### src/inc/cdco_pkg.sv
package cdco_pkg;
   // Core clock rate
   localparam int CDCO_CLK_HZ = 25_000_000;

   // Register indices (printed offsets) and byte addresses (index times four)
   localparam logic [9:0] CDCO_IDX_CLK_DIV = 10'h097;
   localparam logic [9:0] CDCO_IDX_PIN_SEL = 10'h0A2;
   localparam logic [9:0] CDCO_IDX_CLKO_EN = 10'h0C0;
   localparam logic [9:0] CDCO_IDX_MISC = 10'h0C1;
   localparam logic [9:0] CDCO_IDX_STATUS = 10'h0C2;
   localparam logic [11:0] CDCO_ADDR_CLK_DIV = {CDCO_IDX_CLK_DIV, 2'b00};
   localparam logic [11:0] CDCO_ADDR_PIN_SEL = {CDCO_IDX_PIN_SEL, 2'b00};
   localparam logic [11:0] CDCO_ADDR_CLKO_EN = {CDCO_IDX_CLKO_EN, 2'b00};
   localparam logic [11:0] CDCO_ADDR_MISC = {CDCO_IDX_MISC, 2'b00};
   localparam logic [11:0] CDCO_ADDR_STATUS = {CDCO_IDX_STATUS, 2'b00};

   // Clock division register fields
   localparam int CDCO_CD_OUTSEL_LSB = 6;
   localparam int CDCO_CD_RELAY_BIT = 4;
   localparam int CDCO_CD_DIV_LSB = 0;
   localparam logic [7:0] CDCO_CD_WMASK = 8'hD7;
   localparam logic [7:0] CDCO_CD_RESET = 8'h00;

   // Pin group select register fields
   localparam int CDCO_PS_GRP_LSB = 6;
   localparam logic [1:0] CDCO_PS_GRP_RESET = 2'h1;

   // Clock output enable register fields
   localparam int CDCO_CE_T0_BIT = 0;
   localparam int CDCO_CE_T2_BIT = 2;
   localparam logic [7:0] CDCO_CE_WMASK = 8'h05;

   // Misc control register fields
   localparam int CDCO_MC_GPIO_OUT_BIT = 0;
   localparam int CDCO_MC_GPIO_DRV_BIT = 1;
   localparam int CDCO_MC_RSTOUT_BIT = 2;
   localparam int CDCO_MC_SRC_LSB = 4;
   localparam logic [7:0] CDCO_MC_WMASK = 8'h37;
   localparam logic [7:0] CDCO_MC_RESET = 8'h00;

   // Clock output select codes
   localparam logic [1:0] CDCO_OUT_OFF = 2'h0;
   localparam logic [1:0] CDCO_OUT_DIV1 = 2'h1;
   localparam logic [1:0] CDCO_OUT_DIV2 = 2'h2;
   localparam logic [1:0] CDCO_OUT_DIV4 = 2'h3;

   // Master clock source codes
   localparam logic [1:0] CDCO_SRC_RC = 2'h0;
   localparam logic [1:0] CDCO_SRC_EXT_IN = 2'h1;
   localparam logic [1:0] CDCO_SRC_XTAL = 2'h2;

   // Reset pin must be high this many machine cycles (one clock each)
   localparam int CDCO_RST_MIN_MC = 2;
   localparam logic [1:0] CDCO_RST_MIN_CYC = 2'(CDCO_RST_MIN_MC);
   localparam int CDCO_NGRP = 3;
endpackage

### src/rtl/cdco_top.sv
// Implementation choice: register access over APB.
module cdco_top
   import cdco_pkg::*;
(
   input wire logic core_clk,
   input wire logic nrst,
   input wire logic psel,
   input wire logic penable,
   input wire logic pwrite,
   input wire logic [11:0] paddr,
   input wire logic [31:0] pwdata,
   output logic [31:0] prdata,
   output logic pready,
   output logic pslverr,
   output logic sysclk_tick,
   output logic [2:0] master_clock_source,
   input wire logic reset_pin_option,
   input wire logic shared_pin_in,
   output logic shared_pin_out,
   output logic shared_pin_oe_n,
   output logic reset_request,
   output logic reset_indicator_output,
   input wire logic serial_tx_data,
   output logic serial_rx_data,
   input wire logic [2:0] serial_rx_pin,
   output logic [2:0] serial_tx_pin,
   output logic [2:0] serial_tx_pin_oe_n,
   input wire logic timer0_clock_in,
   input wire logic timer2_clock_in,
   output logic timer0_clock_output,
   output logic timer0_clock_output_oe_n,
   output logic timer2_clock_output,
   output logic timer2_clock_output_oe_n
);
   logic [7:0] clk_div;
   logic [1:0] pin_grp;
   logic [7:0] clko_en;
   logic [7:0] misc;
   logic wr_en;
   logic rd_setup;
   logic addr_ok;
   logic [31:0] next_rdata;
   logic [2:0] div_exp;
   logic [6:0] div_mask;
   logic [6:0] div_cnt;
   logic [1:0] out_sel_act;
   logic mclk_out;
   logic [1:0] act_grp;
   logic strap_taken;
   logic rst_mode;
   logic [1:0] rst_hi_cnt;
   logic relay;

   // Bus decode: zero wait states, every access completes in its first access cycle
   assign pready = 1'b1;
   assign wr_en = psel && penable && pwrite && addr_ok;
   assign rd_setup = psel && !penable && !pwrite;
   assign pslverr = psel && penable && !addr_ok;
   always_comb begin
      unique case (paddr)
         CDCO_ADDR_CLK_DIV, CDCO_ADDR_PIN_SEL, CDCO_ADDR_CLKO_EN,
         CDCO_ADDR_MISC, CDCO_ADDR_STATUS: addr_ok = 1'b1;
         default: addr_ok = 1'b0;
      endcase
   end

   // Clock division register; reserved bits keep zero
   always_ff @(posedge core_clk or negedge nrst) begin
      if (!nrst) begin
         clk_div <= CDCO_CD_RESET;
      end else if (wr_en && paddr == CDCO_ADDR_CLK_DIV) begin
         clk_div <= pwdata[7:0] & CDCO_CD_WMASK;
      end
   end

   // Serial pin group select, reset to the alternate pair
   always_ff @(posedge core_clk or negedge nrst) begin
      if (!nrst) begin
         pin_grp <= CDCO_PS_GRP_RESET;
      end else if (wr_en && paddr == CDCO_ADDR_PIN_SEL) begin
         pin_grp <= pwdata[CDCO_PS_GRP_LSB +: 2];
      end
   end

   // Timer clock output enables
   always_ff @(posedge core_clk or negedge nrst) begin
      if (!nrst) begin
         clko_en <= 8'h00;
      end else if (wr_en && paddr == CDCO_ADDR_CLKO_EN) begin
         clko_en <= pwdata[7:0] & CDCO_CE_WMASK;
      end
   end

   // Misc control: shared pin I/O, reset indicator, clock source
   always_ff @(posedge core_clk or negedge nrst) begin
      if (!nrst) begin
         misc <= CDCO_MC_RESET;
      end else if (wr_en && paddr == CDCO_ADDR_MISC) begin
         misc <= pwdata[7:0] & CDCO_MC_WMASK;
      end
   end

   // Read mux
   always_comb begin
      next_rdata = 32'h0000_0000;
      unique case (paddr)
         CDCO_ADDR_CLK_DIV: next_rdata[7:0] = clk_div;
         CDCO_ADDR_PIN_SEL: next_rdata[CDCO_PS_GRP_LSB +: 2] = pin_grp;
         CDCO_ADDR_CLKO_EN: next_rdata[7:0] = clko_en;
         CDCO_ADDR_MISC: next_rdata[7:0] = misc;
         CDCO_ADDR_STATUS: next_rdata[9:0] =
            {out_sel_act, 1'b0, div_exp, 1'b0, reset_request, shared_pin_in, rst_mode};
         default: next_rdata = 32'h0000_0000;
      endcase
   end

   // Read data captured in the setup cycle, stable through the access cycle
   always_ff @(posedge core_clk or negedge nrst) begin
      if (!nrst) begin
         prdata <= 32'h0000_0000;
      end else if (rd_setup) begin
         prdata <= next_rdata;
      end
   end

   // Master clock source select, reserved code falls back to the RC oscillator
   always_comb begin
      unique case (misc[CDCO_MC_SRC_LSB +: 2])
         CDCO_SRC_EXT_IN: master_clock_source = 3'b010;
         CDCO_SRC_XTAL: master_clock_source = 3'b100;
         default: master_clock_source = 3'b001;
      endcase
   end

   // System clock prescaler; new divisor is loaded only at a period boundary
   always_ff @(posedge core_clk or negedge nrst) begin
      if (!nrst) begin
         div_cnt <= 7'h00;
         div_exp <= 3'h0;
         div_mask <= 7'h00;
         sysclk_tick <= 1'b0;
      end else if (div_cnt >= div_mask) begin
         div_cnt <= 7'h00;
         div_exp <= clk_div[CDCO_CD_DIV_LSB +: 3];
         div_mask <= 7'((8'h01 << clk_div[CDCO_CD_DIV_LSB +: 3]) - 8'h01);
         sysclk_tick <= 1'b1;
      end else begin
         div_cnt <= div_cnt + 7'h01;
         sysclk_tick <= 1'b0;
      end
   end

   // Master clock output divider
   cdco_clkout u_clkout (
      .core_clk(core_clk),
      .nrst(nrst),
      .sel(clk_div[CDCO_CD_OUTSEL_LSB +: 2]),
      .sel_act(out_sel_act),
      .clk_out(mclk_out)
   );

   // Programming option caught on the first edge after reset release
   always_ff @(posedge core_clk or negedge nrst) begin
      if (!nrst) begin
         strap_taken <= 1'b0;
         rst_mode <= 1'b0;
      end else if (!strap_taken) begin
         strap_taken <= 1'b1;
         rst_mode <= reset_pin_option;
      end
   end

   // Reset pin filter: request after two consecutive high cycles
   always_ff @(posedge core_clk or negedge nrst) begin
      if (!nrst) begin
         rst_hi_cnt <= 2'h0;
         reset_request <= 1'b0;
      end else if (rst_mode && shared_pin_in) begin
         if (rst_hi_cnt != CDCO_RST_MIN_CYC) begin
            rst_hi_cnt <= rst_hi_cnt + 2'h1;
         end
         reset_request <= (rst_hi_cnt >= CDCO_RST_MIN_CYC - 2'h1);
      end else begin
         rst_hi_cnt <= 2'h0;
         reset_request <= 1'b0;
      end
   end

   // Shared pin: reset input, else clock output, else general I/O
   always_comb begin
      if (rst_mode) begin
         shared_pin_out = 1'b0;
         shared_pin_oe_n = 1'b1;
      end else if (out_sel_act != CDCO_OUT_OFF) begin
         shared_pin_out = mclk_out;
         shared_pin_oe_n = 1'b0;
      end else begin
         shared_pin_out = misc[CDCO_MC_GPIO_OUT_BIT];
         shared_pin_oe_n = !misc[CDCO_MC_GPIO_DRV_BIT];
      end
   end

   // Reset indicator low from reset until software raises it
   always_ff @(posedge core_clk or negedge nrst) begin
      if (!nrst) begin
         reset_indicator_output <= 1'b0;
      end else begin
         reset_indicator_output <= misc[CDCO_MC_RSTOUT_BIT];
      end
   end

   // Active serial group, code 3 falls back to the default pair
   assign act_grp = (pin_grp == 2'h3) ? 2'h0 : pin_grp;
   assign relay = clk_div[CDCO_CD_RELAY_BIT];

   // Receive line from the active pair to the serial port
   always_ff @(posedge core_clk or negedge nrst) begin
      if (!nrst) begin
         serial_rx_data <= 1'b1;
      end else begin
         serial_rx_data <= serial_rx_pin[act_grp];
      end
   end

   // Transmit pins per group: idle high and released unless selected
   for (genvar g = 0; g < CDCO_NGRP; g++) begin : g_ser
      always_ff @(posedge core_clk or negedge nrst) begin
         if (!nrst) begin
            serial_tx_pin[g] <= 1'b1;
            serial_tx_pin_oe_n[g] <= 1'b1;
         end else if (act_grp == 2'(g)) begin
            serial_tx_pin_oe_n[g] <= 1'b0;
            if (relay) begin
               serial_tx_pin[g] <= serial_rx_pin[g];
            end else begin
               serial_tx_pin[g] <= serial_tx_data;
            end
         end else begin
            serial_tx_pin[g] <= 1'b1;
            serial_tx_pin_oe_n[g] <= 1'b1;
         end
      end
   end

   // Timer clock outputs gated by their enable bits
   always_ff @(posedge core_clk or negedge nrst) begin
      if (!nrst) begin
         timer0_clock_output <= 1'b0;
         timer0_clock_output_oe_n <= 1'b1;
         timer2_clock_output <= 1'b0;
         timer2_clock_output_oe_n <= 1'b1;
      end else begin
         timer0_clock_output <= timer0_clock_in & clko_en[CDCO_CE_T0_BIT];
         timer0_clock_output_oe_n <= !clko_en[CDCO_CE_T0_BIT];
         timer2_clock_output <= timer2_clock_in & clko_en[CDCO_CE_T2_BIT];
         timer2_clock_output_oe_n <= !clko_en[CDCO_CE_T2_BIT];
      end
   end

   property p_div8_period;
      @(posedge core_clk) disable iff (!nrst)
      sysclk_tick && div_exp == 3'h3 |=> !sysclk_tick [*7] ##1 sysclk_tick;
   endproperty
   a_div8_period: assert property (p_div8_period) else $error("divide by eight period wrong");

   property p_div1_tick;
      @(posedge core_clk) disable iff (!nrst)
      sysclk_tick && div_exp == 3'h0 |=> sysclk_tick;
   endproperty
   a_div1_tick: assert property (p_div1_tick) else $error("undivided tick missing");

   property p_relay;
      @(posedge core_clk) disable iff (!nrst)
      relay && act_grp == 2'h1 |=> serial_tx_pin[1] == $past(serial_rx_pin[1]);
   endproperty
   a_relay: assert property (p_relay) else $error("relay does not mirror receive");

   property p_normal_tx;
      @(posedge core_clk) disable iff (!nrst)
      !relay && act_grp == 2'h0 |=> serial_tx_pin[0] == $past(serial_tx_data)
         && !serial_tx_pin_oe_n[0] && serial_tx_pin_oe_n[1];
   endproperty
   a_normal_tx: assert property (p_normal_tx) else $error("transmit pin not driven");

   property p_rst_pin;
      @(posedge core_clk) disable iff (!nrst)
      rst_mode && shared_pin_in ##1 rst_mode && shared_pin_in |=> reset_request;
   endproperty
   a_rst_pin: assert property (p_rst_pin) else $error("reset pin not honoured");

   property p_rst_short;
      @(posedge core_clk) disable iff (!nrst)
      !(rst_mode && shared_pin_in) |=> !reset_request ##1 !reset_request;
   endproperty
   a_rst_short: assert property (p_rst_short) else $error("reset on a short pulse");

   property p_rstout;
      @(posedge core_clk) disable iff (!nrst)
      wr_en && paddr == CDCO_ADDR_MISC |=> ##1
         reset_indicator_output == $past(pwdata[CDCO_MC_RSTOUT_BIT], 2);
   endproperty
   a_rstout: assert property (p_rstout) else $error("reset indicator wrong");

   property p_t0_gate;
      @(posedge core_clk) disable iff (!nrst)
      !clko_en[CDCO_CE_T0_BIT] |=> timer0_clock_output_oe_n && !timer0_clock_output;
   endproperty
   a_t0_gate: assert property (p_t0_gate) else $error("timer 0 output while disabled");

   property p_reserved;
      @(posedge core_clk) disable iff (!nrst)
      wr_en && paddr == CDCO_ADDR_CLK_DIV |=> clk_div[5] == 1'b0 && clk_div[3] == 1'b0;
   endproperty
   a_reserved: assert property (p_reserved) else $error("reserved bits written");

   c_relay: cover property (@(posedge core_clk) disable iff (!nrst) relay && act_grp == 2'h2);
   c_div128: cover property (@(posedge core_clk) disable iff (!nrst)
      sysclk_tick && div_exp == 3'h7);
   c_rst: cover property (@(posedge core_clk) disable iff (!nrst) $rose(reset_request));
endmodule

### src/rtl/cdco_clkout.sv
module cdco_clkout
   import cdco_pkg::*;
(
   input wire logic core_clk,
   input wire logic nrst,
   input wire logic [1:0] sel,
   output logic [1:0] sel_act,
   output logic clk_out
);
   logic [1:0] cnt;
   logic [1:0] next_cnt;
   logic [1:0] next_sel;
   logic div_q;
   logic en_neg;

   // Select changes only at the end of a four-cycle frame, on the edge where divided phases fall low
   assign next_cnt = cnt + 2'h1;
   assign next_sel = (cnt == 2'h3) ? sel : sel_act;

   // Divided phase flop and frame counter
   always_ff @(posedge core_clk or negedge nrst) begin
      if (!nrst) begin
         cnt <= 2'h0;
         sel_act <= CDCO_OUT_OFF;
         div_q <= 1'b0;
      end else begin
         cnt <= next_cnt;
         sel_act <= next_sel;
         unique case (next_sel)
            CDCO_OUT_DIV2: div_q <= next_cnt[0];
            CDCO_OUT_DIV4: div_q <= next_cnt[1];
            default: div_q <= 1'b0;
         endcase
      end
   end

   // Undivided gate enable moves while the clock is low, so no runt pulse
   always_ff @(negedge core_clk or negedge nrst) begin
      if (!nrst) begin
         en_neg <= 1'b0;
      end else begin
         en_neg <= (sel_act == CDCO_OUT_DIV1);
      end
   end

   // Undivided path gated, divided paths from the phase flop
   assign clk_out = (core_clk & en_neg) | div_q;

   property p_off_quiet;
      @(posedge core_clk) disable iff (!nrst)
      (sel_act == CDCO_OUT_OFF) ##1 (sel_act == CDCO_OUT_OFF) |-> !div_q && !en_neg;
   endproperty
   a_off_quiet: assert property (p_off_quiet) else $error("clock out active while off");

   property p_div1_gate;
      @(posedge core_clk) disable iff (!nrst)
      (sel_act == CDCO_OUT_DIV1) [*2] |-> en_neg && !div_q;
   endproperty
   a_div1_gate: assert property (p_div1_gate) else $error("undivided output not gated on");

   property p_div2_toggle;
      @(posedge core_clk) disable iff (!nrst)
      (sel_act == CDCO_OUT_DIV2) [*2] |-> div_q != $past(div_q);
   endproperty
   a_div2_toggle: assert property (p_div2_toggle) else $error("divide by two not toggling");

   property p_div4_period;
      @(posedge core_clk) disable iff (!nrst)
      (sel_act == CDCO_OUT_DIV4) && $rose(div_q) |-> div_q ##1 div_q ##1 !div_q [*2]
         ##1 (div_q || sel_act != CDCO_OUT_DIV4);
   endproperty
   a_div4_period: assert property (p_div4_period) else $error("divide by four period wrong");

   c_div4: cover property (@(posedge core_clk) disable iff (!nrst)
      (sel_act == CDCO_OUT_DIV4) && $rose(div_q));
endmodule

### config.mk
export PLATFORM = sky130hd
export DESIGN_NAME = cdco_top
export DESIGN_NICKNAME = d
export VERILOG_FILES = /design/src/inc/cdco_pkg.sv /design/src/rtl/cdco_top.sv /design/src/rtl/cdco_clkout.sv
export SDC_FILE = /design/constraint.sdc
export NUM_CORES = 1
export LEC_CHECK = 0
export BUFFER_PORTS_ARGS = -buffer_cell sky130_fd_sc_hd__buf_2
export CAP_MARGIN = 20
export CORE_MARGIN = 2
export CORE_UTILIZATION = 51
export DETAILED_ROUTE_END_ITERATION = 7
export PLACE_DENSITY = 0.9
export SLEW_MARGIN = 20
export SYNTH_ARGS = -nofsm -noshare
export SYNTH_HDL_FRONTEND = slang
export SYNTH_SLANG_ARGS = --single-unit
### constraint.sdc
create_clock -name core_clk -period 2.3 [get_ports core_clk]
set_input_delay 0.46 -clock core_clk [delete_from_list [all_inputs] [get_ports core_clk]]
set_output_delay 0.46 -clock core_clk [all_outputs]
set_load 0.03 [all_outputs]
# Word-level counts from Yosys, hierarchy flattened
# Cells that the tools add are included.
dict set report totals {
  wordCells 105
  latchBits 0
  input_bits 57
  output_inout_bits 53
  regBits 66
  mem_bits_rw 0
  rom_bits 0
  mem_count 0
}
dict set report classes {
  add_sub_neg 4
  mux 28
  multipliers 0
  n_reduce_logical 20
  eq_ne 16
  shift 1
  n_lt_le_gt_ge 3
  div 0
  bitwise_logic 4
}
# op count
set ops {}
lappend ops {{12-bit by 10-bit == test with 1-bit output, second input constant} 5}
lappend ops {{6-bit case mux with 4 select lines} 1}
lappend ops {{1-bit two-way mux} 17}
lappend ops {{2-bit == test, second input constant} 6}
lappend ops {{1-bit logical AND} 11}
lappend ops {{2-bit two-way mux} 5}
lappend ops {{7-bit by 1-bit adder with 7-bit output, second input constant} 1}
lappend ops {{7-bit >= comparator} 1}
lappend ops {{7-bit two-way mux} 1}
lappend ops {{1-bit by 3-bit left shift with 7-bit output, first input constant} 1}
lappend ops {{7-bit by 1-bit subtractor with 7-bit output, second input constant} 1}
lappend ops {{2-bit by 1-bit == test with 1-bit output, second input constant} 3}
lappend ops {{1-bit logical NOT} 6}
lappend ops {{2-bit case mux with 3 select lines} 1}
lappend ops {{3-bit case mux with 2 select lines} 1}
lappend ops {{5-bit OR reduction} 1}
lappend ops {{2-bit by 1-bit adder with 2-bit output, second input constant} 2}
lappend ops {{1-bit bitwise AND} 3}
lappend ops {{2-bit by 3-bit < comparator with 1-bit output, second input constant} 1}
lappend ops {{1-bit binary-select mux with 2-bit select} 1}
lappend ops {{2-bit by 1-bit >= comparator with 1-bit output, second input constant} 1}
lappend ops {{2-bit logical NOT} 1}
lappend ops {{2-bit by 1-bit != test with 1-bit output, second input constant} 1}
lappend ops {{2-bit != test, second input constant} 1}
lappend ops {{other kinds (3)} 3}

# Longest topological paths before layout
dict set report logic_depth {
  word_depth 5
  depth_mapped 8
  depth_no_buf 7
}

# Modules after synthesis
# Synthesis repeated with hierarchy kept, for this count alone.
dict set report unflattened {
  hier_cells 306
  hier_area_um2 3319.4
}
# module n_inst area_per_inst_um2 cells_per_inst
set modules_own_cells {}
lappend modules_own_cells {cdco_top 1 3076.7 291}
lappend modules_own_cells {cdco_clkout 1 242.7 15}

==> results by group <==
Status
  • Outcome: complete, but fails checks
  • Violated checks: negative setup slack

Critical path
  • CP top delay family: flip-flops
  • Worst R2R Setup Slack: 0.17 ns
  • WP buf/inv: 1
  • Worst EP arrival: 2.42 ns
  • Critical Path Start Type: flip-flop
  • Worst setup EP type: output port
  • R2R cell count: 6
  • Critical R2R Launch: div_cnt[0]$_DFF_PN0_
  • Reg-to-Reg End: div_exp[2]$_DFFE_PN0N_
  • Worst Path Max Fanout: 1
  • Crit path max-delay cell type: dfrtn_1
  • Worst path max stage delay: 0.34 ns
  • Critical Path RT: 1.84 ns
  • Critical-path cell list: a211oi_2 -> nor3_4 -> buf_6
  • Setup Crit Path Kind: reg2out

Pwr
  • Switching pwr: 638 µW
  • Switching Share: between 20 and 30%
  • Flop pwr share: 46.9%
  • Clock share of power: a little under half
  • Cell internal pwr: roughly 1800 µW
  • LEAKAGE: 0.00198 µW
  • Worst IR Drop VDD: 0.000437 V
  • Gate power share: 7.7%
  • Overall Power: between 2000 and 2500 µW
  • Power Density: roughly 620 nW/µm²

Synthesis
  • Synthesized area: 3390 µm²
  • Synth warn: 0
  • Most common cell in the netlist: dfrtp_1
  • Synth Register Bits: 65
  • EDFF count, synth: 0
  • Mean Syn Cell Area: 11.1 µm²
  • Synth unique cells: 54
  • Synth Instances: roughly 310
  • Post-synth top area share: 39.9%
  • Largest area contributor in the netlist: dfrtp_1
  • Post-synth top flop: dfrtp_1
  • Top cells by count, synth: dfrtp_1 (54), inv_1 (25), buf_4 (24), mux2_2 (24), nand2_1 (20)
  • Sequential area share after synthesis: 48.4%
  • FFs w/ async S/R, synth: 100%
  • Ranking of synthesized cells by area: dfrtp_1 (40%), mux2_2 (8.0%), dfstp_2 (7.8%), ha_1 (6.3%), buf_4 (5.3%)

Layout
  • Proportion of layout cells with a drive suffix above 1: a little over a third
  • Layout area overhead: 17.8%
  • Area occupied by multi-input gates: 1560 µm²
  • Final core occ: 62.4%
  • Reg area: between 1500 and 2000 µm²
  • Fill count: 512
  • Inserted Diodes: 0
  • Final #Nets: between 400 and 500

Clock network
  • CTS tree: yes
  • Post-CTS Hold Fix Bufs: 0
  • CTS clk-pin slew, worst paths: 0.07 ns
  • Worst-skew pair later-pin latency: 0.46 ns

Die
  • I/O pin cnt: 110
  • Die ar.: around 7300 µm²
  • Die width: roughly 85 µm
  • # rows: 29
  • Core ar.: around 6400 µm²
  • Starting Density: 53.0%
  • Die H: 85.5 µm

Drt
  • Avg WL per Cell: 15.5 µm
  • ANT nets after route: 0
  • # DRC: 0
  • DRT Pass-1 Iters: 4
  • Routed vias/inst: 5.47
  • Vias: 2,533
  • Final wirelength: 7180 µm
  • Iteration-0 DRC count of the detailed router: about 170

GRT
  • First-pass GRT wire length: 12,000 µm
  • Initial antenna violation count: 0
  • GRT overflow: 0
  • Vias in the first global route: ~2,500
  • Tot GR Track Use: around 22%
  • Largest net degree at the start of global routing: 65

Place
  • IO buf count: 60
  • Hpwl dp: 5110 µm
  • GPL Wtd Cong: 0.908

Timing
  • Slew Limit Fails: 0
  • RSZ-0062 raised after global routing: true
  • Clk_skew: slightly below 0.009 ns
  • Final setup violation count: 1
  • Final hold violation count: 0
  • Setup ws final: -0.576 ns
  • Worst-margin pin slew: around 0.88 ns
  • Slew HR: 41.2%

Flow run
  • Max_cap viols: 0

Min path
  • Hold Path Class: in2reg
  • Hold path depth: 2
  • Hold Path Sink: timer0_clock_output$_DFF_PN0_
  • Hold_sp: timer0_clock_in
cell families (layout without fill, tap and decap cells):
group	after synthesis	count (layout)	share of synthesized area (%)
simple gates	98	98	17.8
flops	65	65	48.4
buf+inv	54	111	8.68
mux	32	32	10.3
compound gates	30	30	6.21
fa+ha+maj	17	17	6.28
xor+xnor	8	8	2.07
other cells	2	25	0.222
worst max-delay path by stage:
stage,startpoint,to,slack [ns],cells after the start
floorplan,u_clkout.en_neg$_DFF_NN0_,shared_pin_out,-0.11,2
global placement,u_clkout.en_neg$_DFF_NN0_,shared_pin_out,-0.13,3
detailed placement,u_clkout.en_neg$_DFF_NN0_,shared_pin_out,-0.13,3
CTS,u_clkout.en_neg$_DFF_NN0_,shared_pin_out,-0.60,3
global route,u_clkout.en_neg$_DFF_NN0_,shared_pin_out,-0.60,3
finish,u_clkout.en_neg$_DFF_NN0_,shared_pin_out,-0.58,3
cells in the final DEF (no fill, tap or decap), drive strengths merged, types with 10 or more instances in the layout:
| cell type | n |
|---|---|
| buf | 67 |
| dfrtp | 54 |
| inv | 25 |
| conb | 25 |
| mux2 | 24 |
| nand2 | 21 |
| nor2 | 17 |
| ha | 17 |
| nand3 | 14 |
| clkbuf | 14 |
| dfstp | 10 |
power by group through the flow:
stage	Clock, µW	Sequential, µW	Combinational (µW)
finish	1130	1160	190
global route	1190	1160	209
CTS	1140	1160	190
floorplan	0.256	1190	133
detailed placement	0.283	1180	189
global placement	0.283	1180	185
stage by stage:
stage	setup TNS, ns	hold WS [ns]	cells	worst slack (ns)	cell area (µm²)
after floorplan	-0.111	0.164	329	-0.111	3490
after detailed placement	-0.133	0.393	444	-0.133	3740
final	-0.576	0.220	463	-0.576	3990
after CTS	-0.603	0.211	463	-0.603	3990
after global placement	-0.126	0.395	444	-0.126	3740
after global routing	-0.601	0.212	463	-0.601	3990
layout make-up:
cell class	instances	area share (%)
clock inverters	5	1.38
inverters	25	2.35
clock buffers	15	4.86
repair buffers	66	8.72
well taps	77	2.42
multi-input cells	210	39.2
flip-flops and latches	65	41.1
what timing repair did:
| item | in CTS | in global routing |
|---|---|---|
| buffers inserted | 0 | 0 |
| pin swaps | 1 | 0 |
| endpoints found under the setup margin | 1 | 1 |
| resized for setup | 2 | 0 |
registers in the layout, indices dropped and copies added (netlist names), 2 cells and up:
| name | flops |
|---|---|
| prdata | 9 |
| div_cnt | 7 |
| div_mask | 7 |
| clk_div | 6 |
| misc | 5 |
| div_exp | 3 |
| serial_tx_pin | 3 |
| serial_tx_pin_oe_n | 3 |
| clko_en | 2 |
| pin_grp | 2 |
| rst_hi_cnt | 2 |
| u_clkout.cnt | 2 |
| u_clkout.sel_act | 2 |
per-layer routing:
metal / track usage [%] / vias to the layer above / share of wire [%]
li1: - / 1168 / -
met1: 27.4 / 1228 / 40
met2: 33.4 / 115 / 49
met3: 6.42 / 22 / 7.8
met4: 14.1 / 0 / 3.4
met5: 0 / - / 0
No activity file was read; power rests on OpenSTA's default activity.
